### src/assc_pkg.sv
// constants shared by the serial status/control block
// assumes an 8-bit register port and a 100 MHz core clock
package assc_pkg;
    // register word indices on the plain register port
    localparam logic [1:0] ADDR_STATUS = 2'h0;
    localparam logic [1:0] ADDR_CTRL1  = 2'h1;
    localparam logic [1:0] ADDR_CTRL2  = 2'h2;
    localparam logic [1:0] ADDR_DATA   = 2'h3;

    // status bit positions
    localparam int B_TX_EMPTY   = 7;
    localparam int B_TX_DONE    = 6;
    localparam int B_RX_READY   = 5;
    localparam int B_LINE_QUIET = 4;
    localparam int B_OVERRUN    = 3;
    localparam int B_NOISE      = 2;
    localparam int B_FRAMING    = 1;
    localparam int B_PARITY_ERR = 0;

    // control register 1 bit positions
    localparam int B_RX_NINTH   = 7;
    localparam int B_TX_NINTH   = 6;
    localparam int B_LP_OFF     = 5;
    localparam int B_WORD_NINE  = 4;
    localparam int B_WAKE_ADDR  = 3;
    localparam int B_PAR_EN     = 2;
    localparam int B_PAR_ODD    = 1;
    localparam int B_PAR_IRQ_EN = 0;

    // control register 2 interrupt enable positions
    localparam int B_TXE_IRQ_EN   = 7;
    localparam int B_TXD_IRQ_EN   = 6;
    localparam int B_RX_IRQ_EN    = 5;
    localparam int B_QUIET_IRQ_EN = 4;

    // reset values
    localparam logic [7:0] RST_STATUS = 8'hC0;
    localparam logic [7:0] RST_CTRL1  = 8'h00;
    localparam logic [3:0] RST_IRQ_EN = 4'h0;

    // status flags cleared by a status access then a data read
    localparam logic [7:0] RX_FLAG_MASK = 8'h3F;
    // status flags cleared by a status access then a data write
    localparam logic [7:0] TX_FLAG_MASK = 8'hC0;
endpackage

### src/assc_parity.sv
// parity generator over the low 7 or 8 bits of a word
// assumes purely combinational use by its parent
`timescale 1ns/10ps
`default_nettype none
module assc_parity (
    // word and format
    input  wire logic [8:0] i_word,
    input  wire logic       i_nine,
    input  wire logic       i_odd,
    // computed parity bit
    output logic            o_parity
);
    // even makes the ones count even, odd makes it odd
    always_comb begin
        o_parity = (i_nine ? (^i_word[7:0]) : (^i_word[6:0])) ^ i_odd;
    end
endmodule
`default_nettype wire

### src/assc_core.sv
// status and control part of the asynchronous serial unit
// assumes a bit engine outside that shifts frames and reports events,
// all inputs synchronous to i_ref_clk
//
// Summary of operation
// - Any enabled serial interrupt request while in wait mode wakes the processor.
// - Halt freezes all registers and traffic; no serial event ends halt.
// - All events except noise and framing share one request, each gated by its enable and global mask.
// - After reset status reads with tx empty and tx done set only.
// - Tx empty sets when holding data moves to the shifter; may interrupt.
// - Tx empty and tx done clear by status access then data write.
// - No holding to shifter transfer while tx empty is still set.
// - Tx done sets after a data frame, never after preamble or break.
// - Rx ready sets when a word is readable; rx flags clear by status then read.
// - Line quiet sets on idle line, not again until rx ready set after.
// - Overrun sets when a word completes while rx ready; held word is kept.
// - Noise flag sets on noisy frame, no interrupt of its own.
// - Framing flag has no interrupt; with overrun only overrun is set.
// - Parity error sets on failed check; interrupts with its enable.
// - Ctrl1 bit 7 holds received ninth bit, bit 6 supplies transmitted one.
// - Low power bit stops the engine after the current byte; clearing restarts.
// - Word length bit selects eight or nine data bits.
// - Wake method bit selects idle line or address mark wake.
// - Parity enable inserts parity at word msb and checks it from next byte.
// - Parity select picks even or odd, from the next byte on.
// - Parity interrupt enable gates the parity error onto the request.
`timescale 1ns/10ps
`default_nettype none
module assc_core
    import assc_pkg::*;
(
    // clock and reset
    input  wire logic       i_ref_clk,
    input  wire logic       i_rst,
    // register port
    input  wire logic [1:0] i_addr,
    input  wire logic [7:0] i_wr_data,
    input  wire logic       i_wr,
    input  wire logic       i_rd,
    output logic      [7:0] o_rd_data,
    // processor state
    input  wire logic       i_wait,
    input  wire logic       i_halt,
    input  wire logic       i_int_mask,
    // transmit engine
    input  wire logic       i_tx_shift_idle,
    input  wire logic       i_tx_frame_done,
    input  wire logic       i_tx_frame_data,
    output logic            o_tx_load,
    output logic      [8:0] o_tx_word,
    // receive engine
    input  wire logic       i_rx_busy,
    input  wire logic       i_rx_start,
    input  wire logic       i_rx_word_valid,
    input  wire logic [8:0] i_rx_word,
    input  wire logic       i_rx_noise,
    input  wire logic       i_rx_framing,
    input  wire logic       i_idle_detect,
    // engine configuration and requests
    output logic            o_serial_on,
    output logic            o_word_nine,
    output logic            o_wake_addr,
    output logic            o_irq,
    output logic            o_wait_exit
);
    // all state of the block
    typedef struct packed {
        logic [7:0] stat;
        logic [7:0] ctrl1;
        logic [3:0] irq_en;
        logic [7:0] tx_hold;
        logic [7:0] rx_hold;
        logic       stat_seen;
        logic [7:0] seen_mask;
        logic       idle_armed;
        logic       rx_nine;
        logic       rx_par_en;
        logic       rx_par_odd;
        logic       serial_on;
        logic [7:0] rd_data;
        logic       tx_load;
        logic [8:0] tx_word;
        logic       irq;
        logic       wait_exit;
    } assc_state_t;

    assc_state_t s_q;
    assc_state_t s_d;

    logic       tx_par;
    logic       rx_par;
    logic [8:0] tx_raw;
    logic       irq_req;
    logic       rx_bad_par;

    // raw transmit word with ninth bit from control register
    assign tx_raw = {s_q.ctrl1[B_TX_NINTH], s_q.tx_hold};

    // parity for the outgoing word
    assc_parity u_tx_par (
        .i_word   (tx_raw),
        .i_nine   (s_q.ctrl1[B_WORD_NINE]),
        .i_odd    (s_q.ctrl1[B_PAR_ODD]),
        .o_parity (tx_par)
    );

    // parity check of the incoming word, format latched at its start
    assc_parity u_rx_par (
        .i_word   (i_rx_word),
        .i_nine   (s_q.rx_nine),
        .i_odd    (s_q.rx_par_odd),
        .o_parity (rx_par)
    );

    // failed check compares against the word msb
    assign rx_bad_par = s_q.rx_par_en &
                        (rx_par != (s_q.rx_nine ? i_rx_word[8] : i_rx_word[7]));

    // shared request from every enabled flag
    assign irq_req = (s_q.stat[B_TX_EMPTY] & s_q.irq_en[B_TXE_IRQ_EN - 4])
                   | (s_q.stat[B_TX_DONE] & s_q.irq_en[B_TXD_IRQ_EN - 4])
                   | ((s_q.stat[B_RX_READY] | s_q.stat[B_OVERRUN])
                      & s_q.irq_en[B_RX_IRQ_EN - 4])
                   | (s_q.stat[B_LINE_QUIET] & s_q.irq_en[B_QUIET_IRQ_EN - 4])
                   | (s_q.stat[B_PARITY_ERR] & s_q.ctrl1[B_PAR_IRQ_EN]);

    // next state
    always_comb begin
        s_d = s_q;
        s_d.tx_load = 1'b0;
        // read data answer, one cycle after the strobe
        s_d.rd_data = 8'h00;
        if (i_rd) begin
            unique case (i_addr)
                ADDR_STATUS: s_d.rd_data = s_q.stat;
                ADDR_CTRL1:  s_d.rd_data = s_q.ctrl1;
                ADDR_CTRL2:  s_d.rd_data = {s_q.irq_en, 4'h0};
                ADDR_DATA:   s_d.rd_data = s_q.rx_hold;
            endcase
        end
        // requests stay low in halt; only non-serial events end halt
        s_d.irq       = irq_req & ~i_int_mask & ~i_halt;
        s_d.wait_exit = irq_req & ~i_int_mask & ~i_halt & i_wait;
        if (!i_halt) begin
            // software side: clears first so hardware sets win
            if (i_rd && i_addr == ADDR_STATUS) begin
                s_d.stat_seen = 1'b1;
                s_d.seen_mask = s_q.stat;
            end
            if (i_wr && i_addr == ADDR_CTRL1) begin
                s_d.ctrl1[6:0] = i_wr_data[6:0];
            end
            if (i_wr && i_addr == ADDR_CTRL2) begin
                s_d.irq_en = i_wr_data[7:4];
            end
            if (i_wr && i_addr == ADDR_DATA) begin
                s_d.tx_hold = i_wr_data;
                if (s_q.stat_seen) begin
                    s_d.stat = s_d.stat & ~(s_q.seen_mask & TX_FLAG_MASK);
                end
                s_d.stat_seen = 1'b0;
            end
            if (i_rd && i_addr == ADDR_DATA) begin
                if (s_q.stat_seen) begin
                    s_d.stat = s_d.stat & ~(s_q.seen_mask & RX_FLAG_MASK);
                end
                s_d.stat_seen = 1'b0;
            end
            // low power takes hold only between bytes
            if (!s_q.ctrl1[B_LP_OFF]) begin
                s_d.serial_on = 1'b1;
            end else if (i_tx_shift_idle && !i_rx_busy && !s_q.tx_load) begin
                s_d.serial_on = 1'b0;
            end
            // hand holding data to the shifter once software refilled it
            if (!s_q.stat[B_TX_EMPTY] && i_tx_shift_idle && !s_q.tx_load &&
                s_q.serial_on) begin
                s_d.tx_load = 1'b1;
                s_d.tx_word = tx_raw;
                if (s_q.ctrl1[B_PAR_EN]) begin
                    if (s_q.ctrl1[B_WORD_NINE]) begin
                        s_d.tx_word[8] = tx_par;
                    end else begin
                        s_d.tx_word[7] = tx_par;
                    end
                end
                s_d.stat[B_TX_EMPTY] = 1'b1;
            end
            // completed frame carrying data
            if (i_tx_frame_done && i_tx_frame_data) begin
                s_d.stat[B_TX_DONE] = 1'b1;
            end
            // receive format fixed at the start of each word
            if (i_rx_start) begin
                s_d.rx_nine    = s_q.ctrl1[B_WORD_NINE];
                s_d.rx_par_en  = s_q.ctrl1[B_PAR_EN];
                s_d.rx_par_odd = s_q.ctrl1[B_PAR_ODD];
            end
            // word completed by the receive shifter
            if (i_rx_word_valid) begin
                if (s_q.stat[B_RX_READY]) begin
                    s_d.stat[B_OVERRUN] = 1'b1;
                end else begin
                    s_d.rx_hold = i_rx_word[7:0];
                    s_d.stat[B_RX_READY] = 1'b1;
                    s_d.idle_armed = 1'b1;
                    if (s_q.rx_nine) begin
                        s_d.ctrl1[B_RX_NINTH] = i_rx_word[8];
                    end
                    if (i_rx_noise) begin
                        s_d.stat[B_NOISE] = 1'b1;
                    end
                    if (i_rx_framing) begin
                        s_d.stat[B_FRAMING] = 1'b1;
                    end
                    if (rx_bad_par) begin
                        s_d.stat[B_PARITY_ERR] = 1'b1;
                    end
                end
            end
            // idle line, once per received word
            if (i_idle_detect && s_q.idle_armed) begin
                s_d.stat[B_LINE_QUIET] = 1'b1;
                s_d.idle_armed = 1'b0;
            end
        end
    end

    // state register
    always_ff @(posedge i_ref_clk or posedge i_rst) begin
        if (i_rst) begin
            s_q            <= '0;
            s_q.stat       <= RST_STATUS;
            s_q.ctrl1      <= RST_CTRL1;
            s_q.irq_en     <= RST_IRQ_EN;
            s_q.idle_armed <= 1'b1;
            s_q.serial_on  <= 1'b1;
        end else begin
            s_q <= s_d;
        end
    end

    // outputs straight from state
    assign o_rd_data   = s_q.rd_data;
    assign o_tx_load   = s_q.tx_load;
    assign o_tx_word   = s_q.tx_word;
    assign o_serial_on = s_q.serial_on;
    assign o_word_nine = s_q.ctrl1[B_WORD_NINE];
    assign o_wake_addr = s_q.ctrl1[B_WAKE_ADDR];
    assign o_irq       = s_q.irq;
    assign o_wait_exit = s_q.wait_exit;

    // checks
    AST_MASK_BLOCKS: assert property (@(posedge i_ref_clk) disable iff (i_rst)
        $past(i_int_mask) |-> !o_irq)
        else $error("request raised while globally masked");

    AST_WAIT_WAKE: assert property (@(posedge i_ref_clk) disable iff (i_rst)
        (i_wait && irq_req && !i_int_mask && !i_halt) |=> o_wait_exit)
        else $error("enabled event did not end wait");

    AST_HALT_FROZEN: assert property (@(posedge i_ref_clk) disable iff (i_rst)
        i_halt |=> (s_q.stat == $past(s_q.stat)) && !o_irq && !o_tx_load)
        else $error("state moved during halt");

    AST_LOAD_ONLY_REFILLED: assert property (@(posedge i_ref_clk) disable iff (i_rst)
        o_tx_load |-> $past(!s_q.stat[B_TX_EMPTY]) && s_q.stat[B_TX_EMPTY])
        else $error("shifter load without refilled holding register");

    AST_NO_DONE_ON_BREAK: assert property (@(posedge i_ref_clk) disable iff (i_rst)
        (i_tx_frame_done && !i_tx_frame_data && !s_q.stat[B_TX_DONE]) |=>
        !s_q.stat[B_TX_DONE])
        else $error("tx done set by preamble or break");

    AST_OVERRUN_KEEPS: assert property (@(posedge i_ref_clk) disable iff (i_rst)
        (i_rx_word_valid && s_q.stat[B_RX_READY] && !i_halt) |=>
        s_q.stat[B_OVERRUN] && $stable(s_q.rx_hold) && s_q.stat[B_RX_READY])
        else $error("overrun not flagged or held word lost");

    AST_QUIET_ONCE: assert property (@(posedge i_ref_clk) disable iff (i_rst)
        (!s_q.idle_armed && !s_q.stat[B_LINE_QUIET] && !i_rx_word_valid) |=>
        !s_q.stat[B_LINE_QUIET])
        else $error("line quiet set again without new word");

    AST_PARITY_GATED: assert property (@(posedge i_ref_clk) disable iff (i_rst)
        (s_q.stat[B_PARITY_ERR] && !s_q.ctrl1[B_PAR_IRQ_EN] && s_q.irq_en == 4'h0)
        |=> !o_irq)
        else $error("parity error raised request while disabled");

    AST_STATUS_READ: assert property (@(posedge i_ref_clk) disable iff (i_rst)
        (i_rd && i_addr == ADDR_STATUS) |=> o_rd_data == $past(s_q.stat))
        else $error("status read returned wrong value");

    COV_TX_LOAD: cover property (@(posedge i_ref_clk) disable iff (i_rst)
        o_tx_load);
    COV_OVERRUN: cover property (@(posedge i_ref_clk) disable iff (i_rst)
        $rose(s_q.stat[B_OVERRUN]));
    COV_WAIT_EXIT: cover property (@(posedge i_ref_clk) disable iff (i_rst)
        o_wait_exit);
endmodule
`default_nettype wire

### config.mk
export PLATFORM = sky130hd
export DESIGN_NAME = assc_core
export DESIGN_NICKNAME = d
export VERILOG_FILES = /design/src/assc_pkg.sv /design/src/assc_parity.sv /design/src/assc_core.sv
export SDC_FILE = /design/constraint.sdc
export NUM_CORES = 1
export LEC_CHECK = 0
export BUFFER_PORTS_ARGS = -buffer_cell sky130_fd_sc_hd__buf_2
export CAP_MARGIN = 30
export CORE_MARGIN = 2
export CORE_UTILIZATION = 35
export DETAILED_ROUTE_END_ITERATION = 10
export PLACE_DENSITY = 0.58
export SYNTH_ARGS = -nofsm -noshare
export SYNTH_HDL_FRONTEND = slang
export SYNTH_SLANG_ARGS = --single-unit
export TNS_END_PERCENT = 30
### constraint.sdc
create_clock -name i_ref_clk -period 2.8 [get_ports i_ref_clk]
set_input_delay 0.28 -clock i_ref_clk [delete_from_list [all_inputs] [get_ports i_ref_clk]]
set_output_delay 0.28 -clock i_ref_clk [all_outputs]
set_load 0.05 [all_outputs]
==> impl_metrics.py, run 1 <==
metrics = {
    "status": {
        "status": "finished clean",
    },
    "synthesis": {
        "synth_nets": 309,
        "synth_commonest_cells": "66 x dfrtp_1, 62 x nand2_1, 32 x mux2_2, 18 x buf_4, 15 x xnor2_1",
        "yosys.area.top_type_share_pct": 52.01,
        "synth_edf_count": 0,
        "synth-simple-area-share_pct": 13.00,
        "synth_mux_area_share_pct": 15.76,
        "ys_seq_elements": 70,
        "synth_top_family_by_area": "multiplexers",
        "syn_area_um2": 3176,
        "synth-compound-area-share_pct": 4.925,
        "synth_xor_xnor_area_share_pct": 5.122,
        "yosysSeqAreaShare_pct": 55.32,
        "syn_inst": 274,
        "ys_warn_count": 0,
        "synth_top_cell_by_area": "dfrtp_1",
        "synth_adder_area_share_pct": 0,
        "async_reset_ff_share_pct": 100.0,
        "yosysMostFrequentCell": "dfrtp_1",
        "synth.avg_cell_area_um2": 11.59,
        "ys.flop_type": "dfrtp_1",
        "synth_cell_types": 36,
        "synthTopCellsByArea": "dfrtp_1 52%, mux2_2 11%, nand2_1 7.3%",
    },
    "global_routing": {
        "grt_max_degree": 37,
        "grt_use_total_pct": 14.53,
        "overflow": 0,
        "grt_pass1_wl_um": 10990,
        "grt_pass1_vias": 2111,
        "antenna_found_initial": 0,
    },
    "timing": {
        "setup_tns_ns": 0,
        "finalSetupViolCount": 0,
        "max_slew_margin_pct": 50.58,
        "hold_viol": 0,
        "clock-skew-final_ns": 0.004825,
        "rsz0062_at_grt": "no",
        "tightest_slew_ns": 0.7402,
        "period_share_pct": 62.55,
        "fmax_mhz": 571.0,
        "setup_ws_ns": 1.049,
        "period_needed_ns": 1.751,
        "drv_slew": 0,
    },
    "worst_setup_path": {
        "crit_path_max_fanout": 11,
        "startpoint_type": "flop",
        "cp.arrival_ns": 1.98,
        "crit_type": "reg2reg",
        "worstSetupEndpointType": "flop",
        "critPathRequiredTime_ns": 3.03,
    },
    "pwr": {
        "p_comb_share_pct": 32.1,
        "power_density_nw_per_um2": 934.4,
        "netSwitchingFraction_pct": 35.65,
        "leakagePower_nw": 1.705,
        "internal-power_mw": 2.184,
        "pwr-share-clk_pct": 20.9,
        "power_switching_mw": 1.210,
        "peakVddDrop_mv": 0.3270,
        "seq_power_share_pct": 46.9,
    },
    "clock_tree": {
        "post_cts.repair.setup_buffers": 0,
        "clkSinkCount": 70,
        "root_buffer": "clkbuf_8",
        "ctsResizeCount": 0,
        "clk_pin_slew_worst_paths_ns": 0.07,
        "h-tree-depth": 3,
        "clk_path_buf_depth": 2,
        "clkLatencyLatePin_ns": 0.34,
        "cts_buffers": 9,
        "ctsHoldBuffers": 0,
        "cts_tree": "built",
    },
    "finish": {
        "nFillCells": 847,
        "fin_nets": 354,
        "synthToLayoutAreaGrowth_pct": 14.38,
        "final_cells": 431,
        "fin_util_pct": 41.45,
        "layout-drive-gt1-share_pct": 36.22,
        "diodes": 0,
    },
    "placement": {
        "place.gp.congestion": 0.8060,
        "numPortBuffers": 57,
        "dp_slack_ns": 0.8472,
        "place_inst": 416,
        "place_hpwl_um": 4982,
    },
    "routing": {
        "routed_wl_um": 6738,
        "dr.pass1.iters": 4,
        "route.detailed.drc": 0,
        "wl_per_cell_um": 15.63,
        "viasPerCell": 4.810,
        "dr_total_vias": 2073,
        "ant_nets": 0,
        "drt_iter0_drc": 89,
    },
    "die": {
        "die_area_um2": 9851,
        "chipHeight_um": 99.25,
        "pin_count": 58,
        "die_x_um": 99.25,
        "start_util_pct": 36.24,
        "design.core.area_um2": 8763,
        "rows": 34,
    },
    "min_path": {
        "hold_path_class": "in2async",
    },
    "flow_run": {
        "max_cap_violations": 0,
    },
}
==> per-layer routing <==
metal	global-route usage (%)	vias up	share of wire, %	routed length, um
met3	2.811	12	4.1	273
met2	20.84	48	44	2990
met1	20.51	1016	49	3306
li1	-	997	-	-
met4	8.430	0	2.5	169
met5	0	-	0	0
==> through the flow <==
stage | hold slack (ns) | total power, mW | instance area [um^2]
after detailed placement | 0.4530 | 2.710 | 3465
after floorplan | 0.3594 | 2.521 | 3176
after CTS | 0.07955 | 3.434 | 3632
after global placement | 0.4540 | 2.683 | 3465
final | 0.06702 | 3.394 | 3632
after global routing | 0.1108 | 3.584 | 3632
==> cells by family after synthesis <==
| kind of cell | count (synthesis) |
|---|---|
| buffers and inverters | 30 |
| flip-flops | 70 |
| XOR/XNOR | 17 |
| multiplexers | 41 |
| AO/OA/AOI/OAI | 23 |
| AND/OR/NAND/NOR | 93 |
==> worst max-delay path, stage by stage, from the launching register on <==
cell and delay (ns):
dfstp_2 0.54, or3b_1 0.52, clkinv_1 0.23, mux2_2 0.35
==> worst paths after layout <==
path,startpoint,endpoint,slack (ns),cells past startpoint
max,o_serial_on$_DFFE_PP1P_,o_tx_word[8]$_DFFE_PP0P_,1.05,3
min,i_rst,s_q[43]$_DFFE_PP0P_,0.07,2
max reg2reg,o_serial_on$_DFFE_PP1P_,o_tx_word[8]$_DFFE_PP0P_,1.05,3
min reg2reg,o_tx_word[3]$_DFFE_PP0P_,o_tx_word[3]$_DFFE_PP0P_,0.48,2
max in group asynchronous,i_rst,s_q[24]$_DFFE_PP1P_,2.02,3
min in group i_ref_clk,i_int_mask,o_irq$_DFF_PP0_,0.12,2
==> sequential cells by signal, indices dropped and copies added, names as in the netlist <==
name	cells
s_q	47
o_tx_word	9
o_rd_data	8
o_irq	1
o_serial_on	1
o_tx_load	1
o_wait_exit	1
o_wake_addr	1
o_word_nine	1
==> power by group through the flow <==
stage | clock network (mW) | logic (mW) | registers, mW
6_report | 0.710 | 1.09 | 1.59
5_1_grt | 0.768 | 1.18 | 1.64
4_1_cts | 0.736 | 1.10 | 1.59
3_5_place_dp | 0 | 1.10 | 1.61
3_3_place_gp | 0 | 1.08 | 1.60
2_1_floorplan | 0 | 0.954 | 1.57
==> cell type report <==
cell class / instances / area (um^2) / share of cell area, %
Tap cell: 108 / 135.1 / 3.720
Inverter: 4 / 15.01 / 0.4134
Sequential cell: 70 / 1757 / 48.36
Clock inverter: 1 / 5.005 / 0.1378
Clock buffer: 14 / 162.7 / 4.478
Timing Repair Buffer: 60 / 320.3 / 8.818
Multi-Input combinational cell: 174 / 1237 / 34.07
==> layout by cell type, fill, tap and decap left out, types with 2 or more instances in the layout <==
master / count
dfrtp_1: 66
nand2_1: 62
buf_2: 57
mux2_2: 32
xnor2_1: 15
clkbuf_8: 11
o21ai_0: 9
and2_1: 9
nand3_1: 8
mux2i_1: 5
nor2_1: 5
mux4_2: 4
dfstp_2: 4
a32o_1: 3
clkbuf_1: 3
nor3b_2: 2
a22o_1: 2
inv_1: 2
a22oi_1: 2
a21o_1: 2
buf_4: 2
(Power assumes the default switching activity.)
==> inputs of run 2 (changes only) <==
--- a/config.mk
+++ b/config.mk
@@ -10,7 +10,7 @@
 export CORE_MARGIN = 2
 export CORE_UTILIZATION = 35
 export DETAILED_ROUTE_END_ITERATION = 10
-export PLACE_DENSITY = 0.58
+export PLACE_DENSITY = 0.6
 export SYNTH_ARGS = -nofsm -noshare
 export SYNTH_HDL_FRONTEND = slang
 export SYNTH_SLANG_ARGS = --single-unit
==> constraint.sdc (replaced) <==
create_clock -name i_ref_clk -period 1.5 [get_ports i_ref_clk]
set_input_delay 0.15 -clock i_ref_clk [delete_from_list [all_inputs] [get_ports i_ref_clk]]
set_output_delay 0.15 -clock i_ref_clk [all_outputs]
set_load 0.05 [all_outputs]
==> impl_metrics.py, run 2 (same netlist as run 1, synthesis figures left out) <==
metrics = {
    "timing": {
        "rsz0062_at_grt": "yes",
        "clock-skew-final_ns": 0.008162,
        "fmax_mhz": 685.3,
        "setup_tns_ns": 0,
        "period_share_pct": 97.28,
        "hold_viol": 0,
        "tightest_slew_ns": 0.3881,
        "setup_ws_ns": 0.04078,
        "period_needed_ns": 1.459,
        "max_slew_margin_pct": 74.12,
        "drv_slew": 0,
        "finalSetupViolCount": 0,
    },
    "status": {
        "status": "finished clean",
    },
    "routing": {
        "dr_total_vias": 2180,
        "dr.pass1.iters": 4,
        "wl_per_cell_um": 15.20,
        "routed_wl_um": 6823,
        "drt_iter0_drc": 118,
        "route.detailed.drc": 0,
        "ant_nets": 0,
        "viasPerCell": 4.855,
    },
    "pwr": {
        "leakagePower_nw": 1.829,
        "p_comb_share_pct": 32.4,
        "power_mw": 6.797,
        "internal-power_mw": 4.486,
        "power_switching_mw": 2.311,
        "seq_power_share_pct": 43.3,
        "power_density_nw_per_um2": 1764,
        "netSwitchingFraction_pct": 34.00,
        "pwr-share-clk_pct": 24.3,
        "peakVddDrop_mv": 0.6354,
    },
    "worst_setup_path": {
        "cp.arrival_ns": 1.75,
        "crit_chain": "xnor2_2, xnor2_2, xnor3_1, o21ai_1, mux2_4",
        "startpoint_type": "flop",
        "crit_path_max_fanout": 3,
        "critPathRequiredTime_ns": 1.79,
        "worstSetupEndpointType": "flop",
        "r2r-start": "s_q[42]$_DFFE_PP0P_",
        "crit_slowest_cell": "dfrtp_1",
        "crit_type": "reg2reg",
        "path_buf_inv": 0,
        "startpoint": "s_q[42]$_DFFE_PP0P_",
        "crit_top_cell": "xnor2_2",
        "path_delay_family": "XOR/XNOR gates",
        "cpPeakStageDelay_ns": 0.42,
    },
    "finish": {
        "fin_nets": 371,
        "largest_reg_flops": 47,
        "diodes": 0,
        "layout_common_cells": "66 x dfrtp_1, 62 x nand2_1, 57 x buf_2",
        "final_common_cell": "dfrtp_1",
        "top_register": "s_q",
        "stdcell_area_um2": 3852,
        "synthToLayoutAreaGrowth_pct": 21.32,
        "layout-drive-gt1-share_pct": 40.18,
        "final_cells": 449,
    },
    "clock_tree": {
        "cts_buffers": 9,
        "cts_tree": "built",
        "root_buffer": "clkbuf_8",
        "clkSinkCount": 70,
        "clk_pin_slew_worst_paths_ns": 0.08,
        "post_cts.repair.setup_buffers": 0,
        "clk_path_buf_depth": 2,
        "h-tree-depth": 3,
        "clkLatencyLatePin_ns": 0.34,
    },
    "die": {
        "pin_count": 58,
        "design.core.area_um2": 8763,
        "die_area_um2": 9851,
        "rows": 34,
        "die_x_um": 99.25,
        "chipHeight_um": 99.25,
        "start_util_pct": 36.24,
    },
    "placement": {
        "place.gp.congestion": 0.7670,
        "dp_slack_ns": -0.001288,
        "placed_area_um2": 3568,
        "place_inst": 430,
        "numPortBuffers": 57,
        "place_hpwl_um": 5040,
    },
    "min_path": {
        "min_from": "i_wr_data[1]",
        "hold_path_class": "in2reg",
    },
    "flow_run": {
        "max_cap_violations": 0,
    },
    "global_routing": {
        "overflow": 0,
        "antenna_found_initial": 0,
        "grt_pass1_wl_um": 11410,
        "grt_max_degree": 71,
        "grt_use_total_pct": 15.04,
        "grt_pass1_vias": 2229,
    },
}
run 2: power by group through the flow:
stage	clock [mW]	sequential [mW]	combinational, mW
after floorplan	0	2.92	1.78
after global placement	0	2.94	2.13
after detailed placement	0	2.96	2.16
after CTS	1.69	2.94	2.18
after global routing	1.78	3.03	2.38
final	1.65	2.94	2.20
run 2: what timing repair did:
action                                  in CTS  in global routing
endpoints found under the setup margin       1                  2
endpoints found under the hold margin       68                  0
pin swaps                                    0                  3
gates resized for setup                      1                  5
hold buffers                                 3                  0
run 2: final timing paths:
path / cells past startpoint / endpoint / slack, ns
setup / recovery: 5 / o_tx_word[8]$_DFFE_PP0P_ / 0.04
hold / removal: 3 / s_q[43]$_DFFE_PP0P_ / 0.02
setup reg to reg: 5 / o_tx_word[8]$_DFFE_PP0P_ / 0.04
hold reg to reg: 2 / o_tx_word[4]$_DFFE_PP0P_ / 0.48
max in group asynchronous: 4 / s_q[69]$_DFFE_PP1N_ / 0.69
min in group asynchronous: 4 / o_tx_word[1]$_DFFE_PP0P_ / 0.43
run 2: tightest hold or removal path, cell delays in order:
cell and delay (ns):
buf_2 0.09, nand2_1 0.04, nand2_1 0.05
run 2: layout make-up:
class,count,area (um^2)
inverter,4,18.77
clock inverter,4,70.07
timing repair buffer,77,455.4
fill,859,4911
sequential,70,1757
tap,108,135.1
clock buffer,12,145.1
multi-input combinational,174,1271
run 2: metrics by stage:
stage,hold WS [ns],util (%)
after floorplan,0.2294,-
after global placement,0.2775,40.72
after detailed placement,0.2770,40.72
after CTS,0.001578,43.58
after global routing,0.005602,43.96
final,0.01578,43.96
run 2: per-layer routing:
| metal | part of all wire, % | global-route usage [%] |
|---|---|---|
| met2 | 46 | 21.78 |
| met1 | 47 | 21.16 |
| met5 | 0 | 0 |
| met3 | 5.2 | 4.427 |
| met4 | 1.9 | 6.217 |
==> inputs of run 3 (changes only) <==
--- a/config.mk
+++ b/config.mk
@@ -9,6 +9,7 @@
 export CAP_MARGIN = 30
 export CORE_MARGIN = 2
 export CORE_UTILIZATION = 35
+export CTS_BUF_LIST = sky130_fd_sc_hd__clkbuf_8
 export DETAILED_ROUTE_END_ITERATION = 10
 export PLACE_DENSITY = 0.6
 export SYNTH_ARGS = -nofsm -noshare
==> impl_metrics.py, run 3 (same netlist as run 1, synthesis figures left out) <==
metrics = {
    "status": {
        "status": "finished clean",
    },
    "routing": {
        "wl_per_cell_um": 15.19,
        "routed_wl_um": 6820,
        "dr_total_vias": 2186,
        "viasPerCell": 4.869,
        "drt_iter0_drc": 120,
        "dr.pass1.iters": 4,
        "ant_nets": 0,
        "route.detailed.drc": 0,
    },
    "clock_tree": {
        "clk_path_buf_depth": 2,
        "clkLatencyLatePin_ns": 0.34,
        "clk_pin_slew_worst_paths_ns": 0.08,
        "cts_tree": "built",
        "h-tree-depth": 3,
        "root_buffer": "clkbuf_8",
        "clkSinkCount": 70,
        "cts_buffers": 9,
    },
    "pwr": {
        "internal-power_mw": 4.472,
        "netSwitchingFraction_pct": 34.08,
        "seq_power_share_pct": 43.4,
        "power_density_nw_per_um2": 1761,
        "leakagePower_nw": 1.837,
        "pwr-share-clk_pct": 24.1,
        "p_comb_share_pct": 32.5,
        "power_switching_mw": 2.312,
        "peakVddDrop_mv": 0.6351,
        "power_mw": 6.784,
    },
    "placement": {
        "place.gp.congestion": 0.7670,
        "place_hpwl_um": 5040,
        "placed_area_um2": 3568,
        "dp_slack_ns": -0.001288,
        "numPortBuffers": 57,
    },
    "timing": {
        "fmax_mhz": 685.4,
        "drv_slew": 0,
        "tightest_slew_ns": 0.3857,
        "rsz0062_at_grt": "yes",
        "period_needed_ns": 1.459,
        "max_slew_margin_pct": 74.28,
        "clock-skew-final_ns": 0.008245,
        "period_share_pct": 97.26,
        "finalSetupViolCount": 0,
        "setup_ws_ns": 0.04107,
        "hold_viol": 0,
    },
    "global_routing": {
        "antenna_found_initial": 0,
        "grt_use_total_pct": 15.04,
        "grt_pass1_wl_um": 11410,
        "grt_max_degree": 71,
        "overflow": 0,
        "grt_pass1_vias": 2229,
    },
    "flow_run": {
        "max_cap_violations": 0,
    },
    "die": {
        "rows": 34,
        "design.core.area_um2": 8763,
        "die_area_um2": 9851,
        "start_util_pct": 36.24,
        "die_x_um": 99.25,
        "pin_count": 58,
        "chipHeight_um": 99.25,
    },
    "finish": {
        "synthToLayoutAreaGrowth_pct": 21.32,
        "diodes": 0,
        "final_common_cell": "dfrtp_1",
        "largest_reg_flops": 47,
        "top_register": "s_q",
        "stdcell_area_um2": 3852,
        "layout-drive-gt1-share_pct": 40.18,
        "layout_common_cells": "66 x dfrtp_1, 62 x nand2_1, 57 x buf_2",
        "fin_nets": 371,
    },
    "worst_setup_path": {
        "critPathRequiredTime_ns": 1.79,
        "crit_type": "reg2reg",
        "cp.arrival_ns": 1.75,
        "worstSetupEndpointType": "flop",
        "crit_path_max_fanout": 3,
        "startpoint_type": "flop",
    },
    "min_path": {
        "hold_path_class": "in2reg",
    },
}
-- run 3: cell count changes in the layout (fill, tap and decap cells not counted) --
cell,previous run,this run
inv_1,2,4
clkbuf_1,2,0
-- run 3: power by group through the flow --
stage	combinational (mW)	clock [mW]	sequential (mW)
5_1_grt	2.38	1.77	3.03
4_1_cts	2.18	1.68	2.94
3_5_place_dp	2.16	0	2.96
6_report	2.20	1.64	2.94
3_3_place_gp	2.13	0	2.94
2_1_floorplan	1.78	0	2.92
-- run 3: per-layer routing --
metal	global-route usage (%)	part of all wire, %	vias up
met5	0	0	-
met1	21.16	46	1080
met3	4.427	5.4	11
met4	6.217	1.9	0
li1	-	-	1040
met2	21.78	46	55
-- run 3: worst paths after layout --
| kind | cells past startpoint | start | slack [ns] | to |
|---|---|---|---|---|
| min in group asynchronous | 4 | i_rst | 0.43 | o_tx_word[1]$_DFFE_PP0P_ |
| max in group asynchronous | 4 | i_rst | 0.69 | s_q[69]$_DFFE_PP1N_ |
| worst max register to register | 5 | s_q[42]$_DFFE_PP0P_ | 0.04 | o_tx_word[8]$_DFFE_PP0P_ |
| worst max-delay path | 5 | s_q[42]$_DFFE_PP0P_ | 0.04 | o_tx_word[8]$_DFFE_PP0P_ |
| worst min-delay path | 3 | i_wr_data[1] | 0.01 | s_q[43]$_DFFE_PP0P_ |
| worst min register to register | 2 | o_tx_word[4]$_DFFE_PP0P_ | 0.48 | o_tx_word[4]$_DFFE_PP0P_ |
-- run 3: area by class of cell --
| class | instances | area [um^2] |
|---|---|---|
| clock inverter | 6 | 77.57 |
| clock buffer | 10 | 137.6 |
| timing repair buffer | 77 | 455.4 |
| inverter | 4 | 18.77 |
| tap | 108 | 135.1 |
| multi-input combinational | 174 | 1271 |
| fill | 859 | 4911 |
| sequential | 70 | 1757 |
-- run 3: metrics by stage --
step                      utilization [%]  hold WS [ns]   TNS [ns]  cells
after global placement              40.72        0.2775          0    430
after floorplan                         -        0.2294    -0.4264    274
after CTS                           43.58      0.001281          0    449
final                               43.96       0.01472          0    449
after global routing                43.96      0.005602   -0.07304    449
after detailed placement            40.72        0.2770  -0.001288    430
-- run 3: repair_timing --
action,4_1_cts,5_1_grt
setup endpoints to repair,1,2
hold endpoints to repair,68,0
pin swaps,0,3
gates resized for setup,1,5
hold buffers,3,0
setup buffers,0,0
-- run 3: critical path: stages, from the launching register on --
cell and delay, ns:
dfrtp_1 0.42, xnor2_2 0.16, xnor2_2 0.22, xnor3_1 0.33, o21ai_1 0.12, mux2_4 0.15
